File: src/hw/orb_pkg.sv
package orb_pkg;
  // Local bus byte offsets
  localparam logic [7:0]  ORB_OFF_ASSY    = 8'h34;
  localparam logic [7:0]  ORB_OFF_OUT_BUF = 8'h48;
  localparam logic [7:0]  ORB_OFF_DIV     = 8'h4C;

  // Divisor field
  localparam int          ORB_DIV_W       = 24;
  localparam logic [23:0] ORB_DIV_RST     = 24'h00007E;

  // Assembly options layout
  localparam int          ORB_CFG_IN8_BIT = 16;
  localparam int          ORB_CFG_NOAO_BIT = 17;
  localparam int          ORB_CFG_MCLK_LO = 18;
  localparam int          ORB_CFG_MCLK_HI = 19;
  localparam logic [1:0]  ORB_MCLK_45M    = 2'h0;
  localparam int          ORB_MCLK_HZ     = 45000000;

  // Output buffer word layout
  localparam int          ORB_EOF_BIT     = 16;
  localparam int          ORB_BUF_DEPTH   = 2;
  localparam logic [1:0]  ORB_BUF_FULL    = 2'h2;

  typedef struct packed {
    logic        eof;
    logic [15:0] data;
  } orb_word_s;

  typedef struct packed {
    logic        wr;
    logic        rd;
    logic [7:0]  addr;
    logic [31:0] wdata;
  } orb_lb_req_s;
endpackage

File: src/hw/orb_rate_cfg.sv
`timescale 1ns/1ps
// Functional notes
// - divisor bits 23:0 writable, 31:24 read zero
// - sample clock equals master clock over divisor
// - master clock nominal 45 MHz, only option
// - config bit 16 set means eight inputs
// - config bit 17 set means no outputs
// - config bits 31:20 always read zero
// - buffer serves block and demand DMA
// - burst starts from either trigger bit
// - no interrupt; status read by software
module orb_rate_cfg
  import orb_pkg::*;
#(
  parameter logic [11:0] FW_REV = 12'h001  // Arbitrary revision value
) (
  input  wire  logic                  mclk,
  input  wire  logic                  rst,
  input  wire  orb_pkg::orb_lb_req_s  lb_req,
  output logic [31:0]                 lb_rdata,
  output logic                        lb_rd_ack,
  output logic                        lb_ready,
  output logic                        dma_dreq,
  input  wire  logic                  strap_in8_ch,
  input  wire  logic                  strap_no_ao,
  input  wire  logic                  out_ops_burst_trig,
  input  wire  logic                  board_ctl_burst_trig,
  output logic                        burst_start,
  output logic                        out_clk_strobe,
  output orb_pkg::orb_word_s          out_word,
  output logic                        out_valid,
  input  wire  logic                  out_ready
);
  import orb_pkg::*;

  function automatic logic hit(input logic [7:0] a, input logic [7:0] off);
    hit = (a == off);
  endfunction

  ////////////////////////////////////////////////////////////////////////////
  // Decode
  wire logic wr_div   = lb_req.wr & hit(lb_req.addr, ORB_OFF_DIV);
  wire logic wr_buf   = lb_req.wr & hit(lb_req.addr, ORB_OFF_OUT_BUF);
  wire logic rd_div   = lb_req.rd & hit(lb_req.addr, ORB_OFF_DIV);
  wire logic rd_cfg   = lb_req.rd & hit(lb_req.addr, ORB_OFF_ASSY);

  logic [23:0]  div_ff;
  logic [23:0]  cnt_ff;
  logic         strobe_ff;
  logic [1:0]   s1_ff;
  logic [1:0]   s2_ff;
  logic [31:0]  rdata_ff;
  logic         rd_ack_ff;
  logic         trig_prev_ff;
  logic         burst_ff;
  orb_word_s    mem_ff [ORB_BUF_DEPTH];
  logic [1:0]   bcnt_ff;
  logic         ready_ff;
  logic         valid_ff;

  ////////////////////////////////////////////////////////////////////////////
  // Divisor register, low 24 bits only
  always_ff @(posedge mclk) begin
    if (rst) begin
      div_ff <= ORB_DIV_RST;
    end else if (wr_div) begin
      div_ff <= lb_req.wdata[ORB_DIV_W-1:0];
    end
  end

  ////////////////////////////////////////////////////////////////////////////
  // Rate counter; zero or one divisor gives a strobe every cycle
  wire logic [23:0] last_cnt = (div_ff == 24'h000000) ? 24'h000000 : div_ff - 24'h000001;
  wire logic        at_last  = (cnt_ff >= last_cnt);
  wire logic [23:0] nxt_cnt  = (wr_div | at_last) ? 24'h000000 : cnt_ff + 24'h000001;
  wire logic        nxt_strobe = at_last & ~wr_div;

  // Counter restarts on a divisor write so a new rate starts clean
  always_ff @(posedge mclk) begin
    if (rst) begin
      cnt_ff    <= 24'h000000;
      strobe_ff <= 1'b0;
    end else begin
      cnt_ff    <= nxt_cnt;
      strobe_ff <= nxt_strobe;
    end
  end

  ////////////////////////////////////////////////////////////////////////////
  // Strap synchronisers; straps come from pins
  always_ff @(posedge mclk) begin
    if (rst) begin
      s1_ff <= 2'h0;
      s2_ff <= 2'h0;
    end else begin
      s1_ff <= {strap_no_ao, strap_in8_ch};
      s2_ff <= s1_ff;
    end
  end

  ////////////////////////////////////////////////////////////////////////////
  // Read mux; unmapped and the write-only buffer read zero
  logic [31:0] cfg_word;
  always_comb begin
    cfg_word = 32'h00000000;
    cfg_word[11:0] = FW_REV;
    cfg_word[ORB_CFG_IN8_BIT]  = s2_ff[0];
    cfg_word[ORB_CFG_NOAO_BIT] = s2_ff[1];
    cfg_word[ORB_CFG_MCLK_HI:ORB_CFG_MCLK_LO] = ORB_MCLK_45M;
  end
  wire logic [31:0] nxt_rdata = rd_div ? {8'h00, div_ff} :
                                rd_cfg ? cfg_word : 32'h00000000;

  always_ff @(posedge mclk) begin
    if (rst) begin
      rdata_ff  <= 32'h00000000;
      rd_ack_ff <= 1'b0;
    end else begin
      rdata_ff  <= nxt_rdata;
      rd_ack_ff <= lb_req.rd;
    end
  end

  ////////////////////////////////////////////////////////////////////////////
  // Burst trigger: rising edge of the OR of the two duplicated trigger bits
  wire logic trig_any = out_ops_burst_trig | board_ctl_burst_trig;
  always_ff @(posedge mclk) begin
    if (rst) begin
      trig_prev_ff <= 1'b0;
      burst_ff     <= 1'b0;
    end else begin
      trig_prev_ff <= trig_any;
      burst_ff     <= trig_any & ~trig_prev_ff;
    end
  end

  ////////////////////////////////////////////////////////////////////////////
  // Two-entry output buffer at one fixed address
  // A write while not ready is dropped; the bridge must honour lb_ready
  wire orb_word_s  win  = '{eof: lb_req.wdata[ORB_EOF_BIT], data: lb_req.wdata[15:0]};
  wire logic       push = wr_buf & ready_ff;
  wire logic       pop  = valid_ff & out_ready;
  wire logic [1:0] nxt_bcnt = bcnt_ff + {1'b0, push} - {1'b0, pop};
  wire orb_word_s  nxt_m0 = pop ? ((bcnt_ff == ORB_BUF_FULL) ? mem_ff[1] : win)
                                : ((bcnt_ff == 2'h0) ? win : mem_ff[0]);
  wire orb_word_s  nxt_m1 = push ? win : mem_ff[1];

  always_ff @(posedge mclk) begin
    if (rst) begin
      bcnt_ff  <= 2'h0;
      ready_ff <= 1'b1;
      valid_ff <= 1'b0;
    end else begin
      bcnt_ff  <= nxt_bcnt;
      ready_ff <= (nxt_bcnt != ORB_BUF_FULL);
      valid_ff <= (nxt_bcnt != 2'h0);
    end
  end

  // Data flops need no reset; valid guards them
  always_ff @(posedge mclk) begin
    mem_ff[0] <= nxt_m0;
    mem_ff[1] <= nxt_m1;
  end

  ////////////////////////////////////////////////////////////////////////////
  // Outputs; no interrupt line, status is polled
  assign lb_rdata       = rdata_ff;
  assign lb_rd_ack      = rd_ack_ff;
  assign lb_ready       = ready_ff;
  assign dma_dreq       = ready_ff;
  assign burst_start    = burst_ff;
  assign out_clk_strobe = strobe_ff;
  assign out_word       = mem_ff[0];
  assign out_valid      = valid_ff;

  ////////////////////////////////////////////////////////////////////////////
  // Checks
  logic [23:0] gap_ff;
  logic        gap_ok_ff;
  always_ff @(posedge mclk) begin
    if (rst | wr_div) begin
      gap_ff    <= 24'h000000;
      gap_ok_ff <= 1'b0;
    end else if (strobe_ff) begin
      gap_ff    <= 24'h000001;
      gap_ok_ff <= 1'b1;
    end else begin
      gap_ff    <= gap_ff + 24'h000001;
    end
  end
  wire logic [23:0] eff_div = (div_ff == 24'h000000) ? 24'h000001 : div_ff;
endmodule

File: config.mk
export PLATFORM = sky130hd
export DESIGN_NAME = orb_rate_cfg
export DESIGN_NICKNAME = d
export VERILOG_FILES = /design/src/hw/orb_pkg.sv /design/src/hw/orb_rate_cfg.sv
export SDC_FILE = /design/constraint.sdc
export NUM_CORES = 1
export LEC_CHECK = 0
export ABC_AREA = 1
export BUFFER_PORTS_ARGS = -buffer_cell sky130_fd_sc_hd__buf_4
export CELL_PAD_IN_SITES_DETAIL_PLACEMENT = 0
export CELL_PAD_IN_SITES_GLOBAL_PLACEMENT = 1
export CORE_MARGIN = 8
export CORE_UTILIZATION = 45
export DETAILED_ROUTE_END_ITERATION = 7
export GPL_TIMING_DRIVEN = 0
export PLACE_DENSITY = 0.84
export SETUP_SLACK_MARGIN = 0.15
export SYNTH_ARGS = -nofsm -noshare
export SYNTH_HDL_FRONTEND = slang
export SYNTH_SLANG_ARGS = --single-unit
File: constraint.sdc
create_clock -name mclk -period 6.95 [get_ports mclk]
set_input_delay 0.3475 -clock mclk [delete_from_list [all_inputs] [get_ports mclk]]
set_output_delay 0.3475 -clock mclk [all_outputs]
set_load 0.005 [all_outputs]
* Yosys cells after proc, flatten, opt, wreduce, memory -nomap -nowiden
Memory sizes are Yosys's and may differ from the RTL's. Index checks and enable logic that the tools add are counted.
Storage, ports and cells: bits in registers 92, memory bits (writable) 34, input port bits 49, output and inout port bits 55, logic and storage cells 48, memories 1
Memory list:
- mem_ff | words 2, bits a word 17, rd ports 2, clocked after Yosys merged registers in 0, wr ports 2, RTL line orb_rate_cfg.sv:56 | orb_word_s mem_ff [ORB_BUF_DEPTH];
Operators by class: $add $sub $neg 4, $lt $le $gt $ge 1, eq/ne operators 5, muxes and demuxes 7, bitwise gates (word level) 12, reduce and logical (&&, ||, !) cells 5
Operators by type and width (count):
- 2-to-1 mux 17 bit | 4
- 2-to-1 mux 24 bit | 2
- adder 24 x 1 -> 24 bit (second input constant) | 1
- >= comparator 24 bit | 1
- logical NOT 24 bit | 1
- subtractor 24 x 1 -> 24 bit (second input constant) | 1
- 2-to-1 mux 18 bit | 1
- == test 8 x 7 -> 1 bit (second input constant) | 2
- AND 1 bit | 8
- == test 8 x 6 -> 1 bit (second input constant) | 1
- OR reduction 2 bit | 2
- adder 2 x 1 -> 2 bit | 1
- == test 2 bit (second input constant) | 1
- logical NOT 2 bit | 1
- inequality test 2 bit (second input constant) | 1
- NOT 1 bit | 2
- OR 1 bit | 2
- nonzero test 2 bit | 1
- subtractor 2 x 1 -> 2 bit | 1

* Depth between registers and ports, before layout
depth after elaboration 6, depth in mapped cells 20, mapped depth without buffers 19

* Worst setup path before layout
OpenSTA, ideal clock, no wires.
kind input to register, from input lb_req[33] (netlist name), to register ready_ff, in the netlist dma_dreq, library setup time 0.113 ns, data arrival time 3.293 ns, required time 6.837 ns, slack 3.545 ns, cell stages on the path 11, buffers on the path 0, cell sequence nor2_2 nand2_1 nor4_1 inv_1 ha_1 inv_1 ha_1 xnor2_1 nand2_1 inv_1 nand2_1
On the way: longest elaborated chain between the ends 6
Ends and longest elaborated chain:
- from (decl) | RTL line orb_rate_cfg.sv:19 | input wire orb_pkg::orb_lb_req_s lb_req,
- == test 8 x 7 -> 1 bit | RTL line orb_rate_cfg.sv:37 | hit = (a == off);
- AND 1 bit | RTL line orb_rate_cfg.sv:43 | wire logic wr_buf = lb_req.wr & hit(lb_req.addr, ORB_OFF_OUT_BUF);
- AND 1 bit | RTL line orb_rate_cfg.sv:141 | wire logic push = wr_buf & ready_ff;
- via push | RTL line orb_rate_cfg.sv:141
- adder 2 x 1 -> 2 bit | RTL line orb_rate_cfg.sv:143 | wire logic [1:0] nxt_bcnt = bcnt_ff + {1'b0, push} - {1'b0, pop};
- subtractor 2 x 1 -> 2 bit | RTL line orb_rate_cfg.sv:143
- inequality test 2 bit | RTL line orb_rate_cfg.sv:155 | ready_ff <= (nxt_bcnt != ORB_BUF_FULL);
- to (signal assigned) | RTL line orb_rate_cfg.sv:155
- to (decl) | RTL line orb_rate_cfg.sv:58 | logic ready_ff;
The timed path passes the listed nets, and every way through them passes these cells. A chain may end at the register's enable or synchronous reset.

* Worst setup path in the final report
from register div_ff[0], to register cnt_ff[0]
On the way: longest elaborated chain between the ends 5, elaborated cells on any way between the ends 6, classes of those cells add/sub: 1; order compare: 1; mux: 1; bitwise: 1; reduce/logical: 2
Ends and longest elaborated chain:
- from (decl) | RTL line orb_rate_cfg.sv:47 | logic [23:0] div_ff;
- from (signal assigned) | RTL line orb_rate_cfg.sv:67 | div_ff <= lb_req.wdata[ORB_DIV_W-1:0];
- subtractor 24 x 1 -> 24 bit or logical NOT 24 bit (tied branches)
- 2-to-1 mux 24 bit (*) | RTL line orb_rate_cfg.sv:73 | wire logic [23:0] last_cnt = (div_ff == 24'h000000) ? 24'h000000 : div_ff - 24'h000001;
- >= comparator 24 bit (*) | RTL line orb_rate_cfg.sv:74 | wire logic at_last = (cnt_ff >= last_cnt);
- OR 1 bit (*) | RTL line orb_rate_cfg.sv:75 | wire logic [23:0] nxt_cnt = (wr_div | at_last) ? 24'h000000 : cnt_ff + 24'h000001;
- OR reduction 2 bit (no line) (*)
- to (signal assigned) | RTL line orb_rate_cfg.sv:84 | cnt_ff <= nxt_cnt;
- to (decl) | RTL line orb_rate_cfg.sv:48 | logic [23:0] cnt_ff;
Every way passes the cells marked *; elsewhere a longest branch is shown, timed or not.

==> out/metrics.cfg <==
[drt]
routed_wirelength_um=14800
drtIter0Drc=329
ant_nets=0
routed_via_density=4.86
wire_per_inst_um=14.7
drtPass1Iterations=5
num_vias=4897
drc=0

[yosys]
seq_area_frac_synth_pct=45.9
syn_avg_cell_area_um2=8.31
syn_area_um2=5880
syn_inst=708
synth_edf_count=34
synth_flop_cell=dfxtp_1
yosys_warnings=0
yosysUniqueCellTypes=40
async_flop_share_pct=0
ys_seq_elements=118

[timing]
period_minus_slack_ns=2.95
setup-tns-final_ns=0
clock_skew_ns=0.00790
grt_setup_unrepaired=no
final.setup.worst_slack_ns=4.00
finalSetupViolations=0
finalCritPeriodShare_pct=42.5
slew_violations=0
worstMarginPinSlew_ns=0.968
max_freq_mhz=339
finalHoldViolCount=0
slew_headroom_pct=35.5

[global_routing]
grt_pass1_vias=4812
grt_use_total_pct=18.1
grt_overflow_total=0
grt_pass1_wl_um=23600
grt_max_degree=18
antenna_found_initial=0

[cts]
post_cts_buffers=0
clkSlewWorstSetupHoldPaths_ns=0.06
cts-root-buf=clkbuf_16
tritoncts=yes
clock_latency_ns=0.42
cts_buffers=17
cts.repair.resized=0
clockBufferDepth=2
hold_buffers=0
cts.sinks=118
cts_max_level=4

[setup_path]
startpoint=div_ff[0]
worstPathArrival_ns=3.25
end_kind=register
cp.required_ns=7.25
path_cells=inv_2, ha_1, inv_1, nor2_2, inv_1, nor3_2, nand2_1, nand2_1, nand3_1, ha_1, nand2_1, nor2_1, nand3_1, nor2_1, nand2_1, nand3_2, buf_6, nor2_1
reg2reg_from=div_ff[0]
path_buf_inv=4
cp_common_cell=nand2_1
slowest_delay_ns=0.33
r2r_cells=18
rr_endpoint=cnt_ff[0]
critical_path.top_delay_family=simple AND/OR/NAND/NOR gates
rrSetupSlack_ns=4.00
cp_max_fo=10
criticalPathCategory=register to register
cpMaxStageDelayCell=ha_1
startpoint_type=register

[worst_hold_path]
holdPathEnd=mem_ff[0][20]
hold-path-cell-count=1
min_path_type=input pin to register
hp-start=lb_req[3]

[outcome]
status=complete, no violations

[floorplanning]
floorplan.die_area_um2=17000
num_io_pins=104
chipHeight_um=130
die_x_um=130
std_cell_rows=41
start_util_pct=46.4
fp.coreArea_um2=12700

[placed_design]
globalplace.congestion=0.888
hpwlAfterDp_um=11500
dp_slack_ns=4.01
port_buffers=86
placed_cell_area_um2=6800
dp.cells=975

[finish]
fin_area_um2=7360
nets=900
antenna_cells=0
final_cell_mix=123 x nand2_1, 118 x nor2_1, 114 x buf_4, 84 x dfxtp_1, 76 x inv_1
fin_cells=1007
area_growth_pct=25.2
drive_gt1_share_pct=24.1
final_common_cell=nand2_1

[power_and_ir_drop]
powerDensity_nw_per_um2=234
ir_drop_mv=0.161
leakage_nw=3.26

[job]
drv_cap=0

[where the power goes]
group | total, W | switching [W] | internal, W | leakage (nW)
clock | 0.000849 | 0.000320 | 0.000529 | 0.268
combinational | 0.000125 | 0.0000535 | 0.0000719 | 1.98
sequential | 0.000745 | 0.0000102 | 0.000735 | 1.01
total | 0.00172 | 0.000384 | 0.00134 | 3.26
[cells by family (layout without fill, tap and decap cells)]
| family | count (synthesis) | in the layout | share of synthesized area, % |
|---|---|---|---|
| buf+inv | 124 | 244 | 10.7 |
| simple gates | 324 | 324 | 24.1 |
| fa+ha+maj | 29 | 29 | 6.17 |
| flops | 118 | 118 | 45.9 |
| compound gates | 73 | 73 | 6.55 |
| xor+xnor | 22 | 22 | 3.28 |
| other cells | 1 | 8 | 0.0637 |
| mux | 17 | 17 | 3.25 |
[final cells by class]
type / instances / area [µm²]
fill: 1165 / 5310
sequential: 118 / 2700
multi-input combinational: 473 / 2590
timing repair buffer: 88 / 661
clock buffer: 21 / 440
buffer: 42 / 315
inverter: 82 / 313
tap: 172 / 215
clock inverter: 11 / 128
[per-layer routing]
| layer | vias up | routed length, µm | GRT usage, % |
|---|---|---|---|
| li1 | 2495 | - | - |
| met1 | 2244 | 6820 | 22.7 |
| met2 | 139 | 6790 | 28.8 |
| met3 | 19 | 922 | 5.18 |
| met4 | 0 | 262 | 6.89 |
| met5 | - | 0 | 0 |
[cells in the mapped netlist (2+ instances only)]
cell type  count  share of area, %
nor2_2         6              0.64
o21ai_1       13               1.1
nor3_1         9              0.77
nor3_2         2              0.34
ha_1          29               6.2
o21ai_0       20               1.7
inv_1         76               4.8
o22ai_1        2              0.21
nand3_2        5              0.85
inv_2          5              0.32
nor2_1       118               7.5
nand3_1       38               3.2
dfxtp_1       84                29
a21o_1         2              0.26
buf_2          4              0.34
nand4_1       10               1.1
nand3b_1       3              0.38
xnor2_1        9               1.3
nand2_1      123               7.8
nor4_1         3              0.32
edfxtp_1      34                17
clkbuf_2       2              0.17
xor2_1        13               1.9
mux2_2        17               3.3
clkbuf_1       3              0.19
nor2_4         2              0.38
buf_6          7               1.3
buf_4         26               3.3
a21oi_1       32               2.7
[registers in the layout, summed over array words and instances (netlist names), 2 cells and up]
signal / cells
cnt_ff: 24
lb_rdata: 24
s1_ff: 2
mem_ff: 34
s2_ff: 2
div_ff: 24
bcnt_ff: 2
[metrics by stage]
stage | util, % | power [W] | hold WS (ns)
after CTS | 58.1 | 0.00174 | 0.107
after global routing | 58.1 | 0.00178 | 0.108
final | 58.1 | 0.00172 | 0.123
after global placement | 53.4 | 0.000884 | 0.383
after floorplan | - | 0.000822 | 0.376
after detailed placement | 53.6 | 0.000886 | 0.394
[worst max-delay path by stage]
stage / to / slack, ns / depth (start not counted)
floorplan: dma_dreq / 3.54 / 11
global placement: dma_dreq / 2.42 / 12
CTS: cnt_ff[0] / 3.99 / 18
detailed placement: cnt_ff[0] / 4.01 / 18
global route: cnt_ff[0] / 3.72 / 18
finish: cnt_ff[0] / 4.00 / 18
Power figures use the tool's default switching activity.
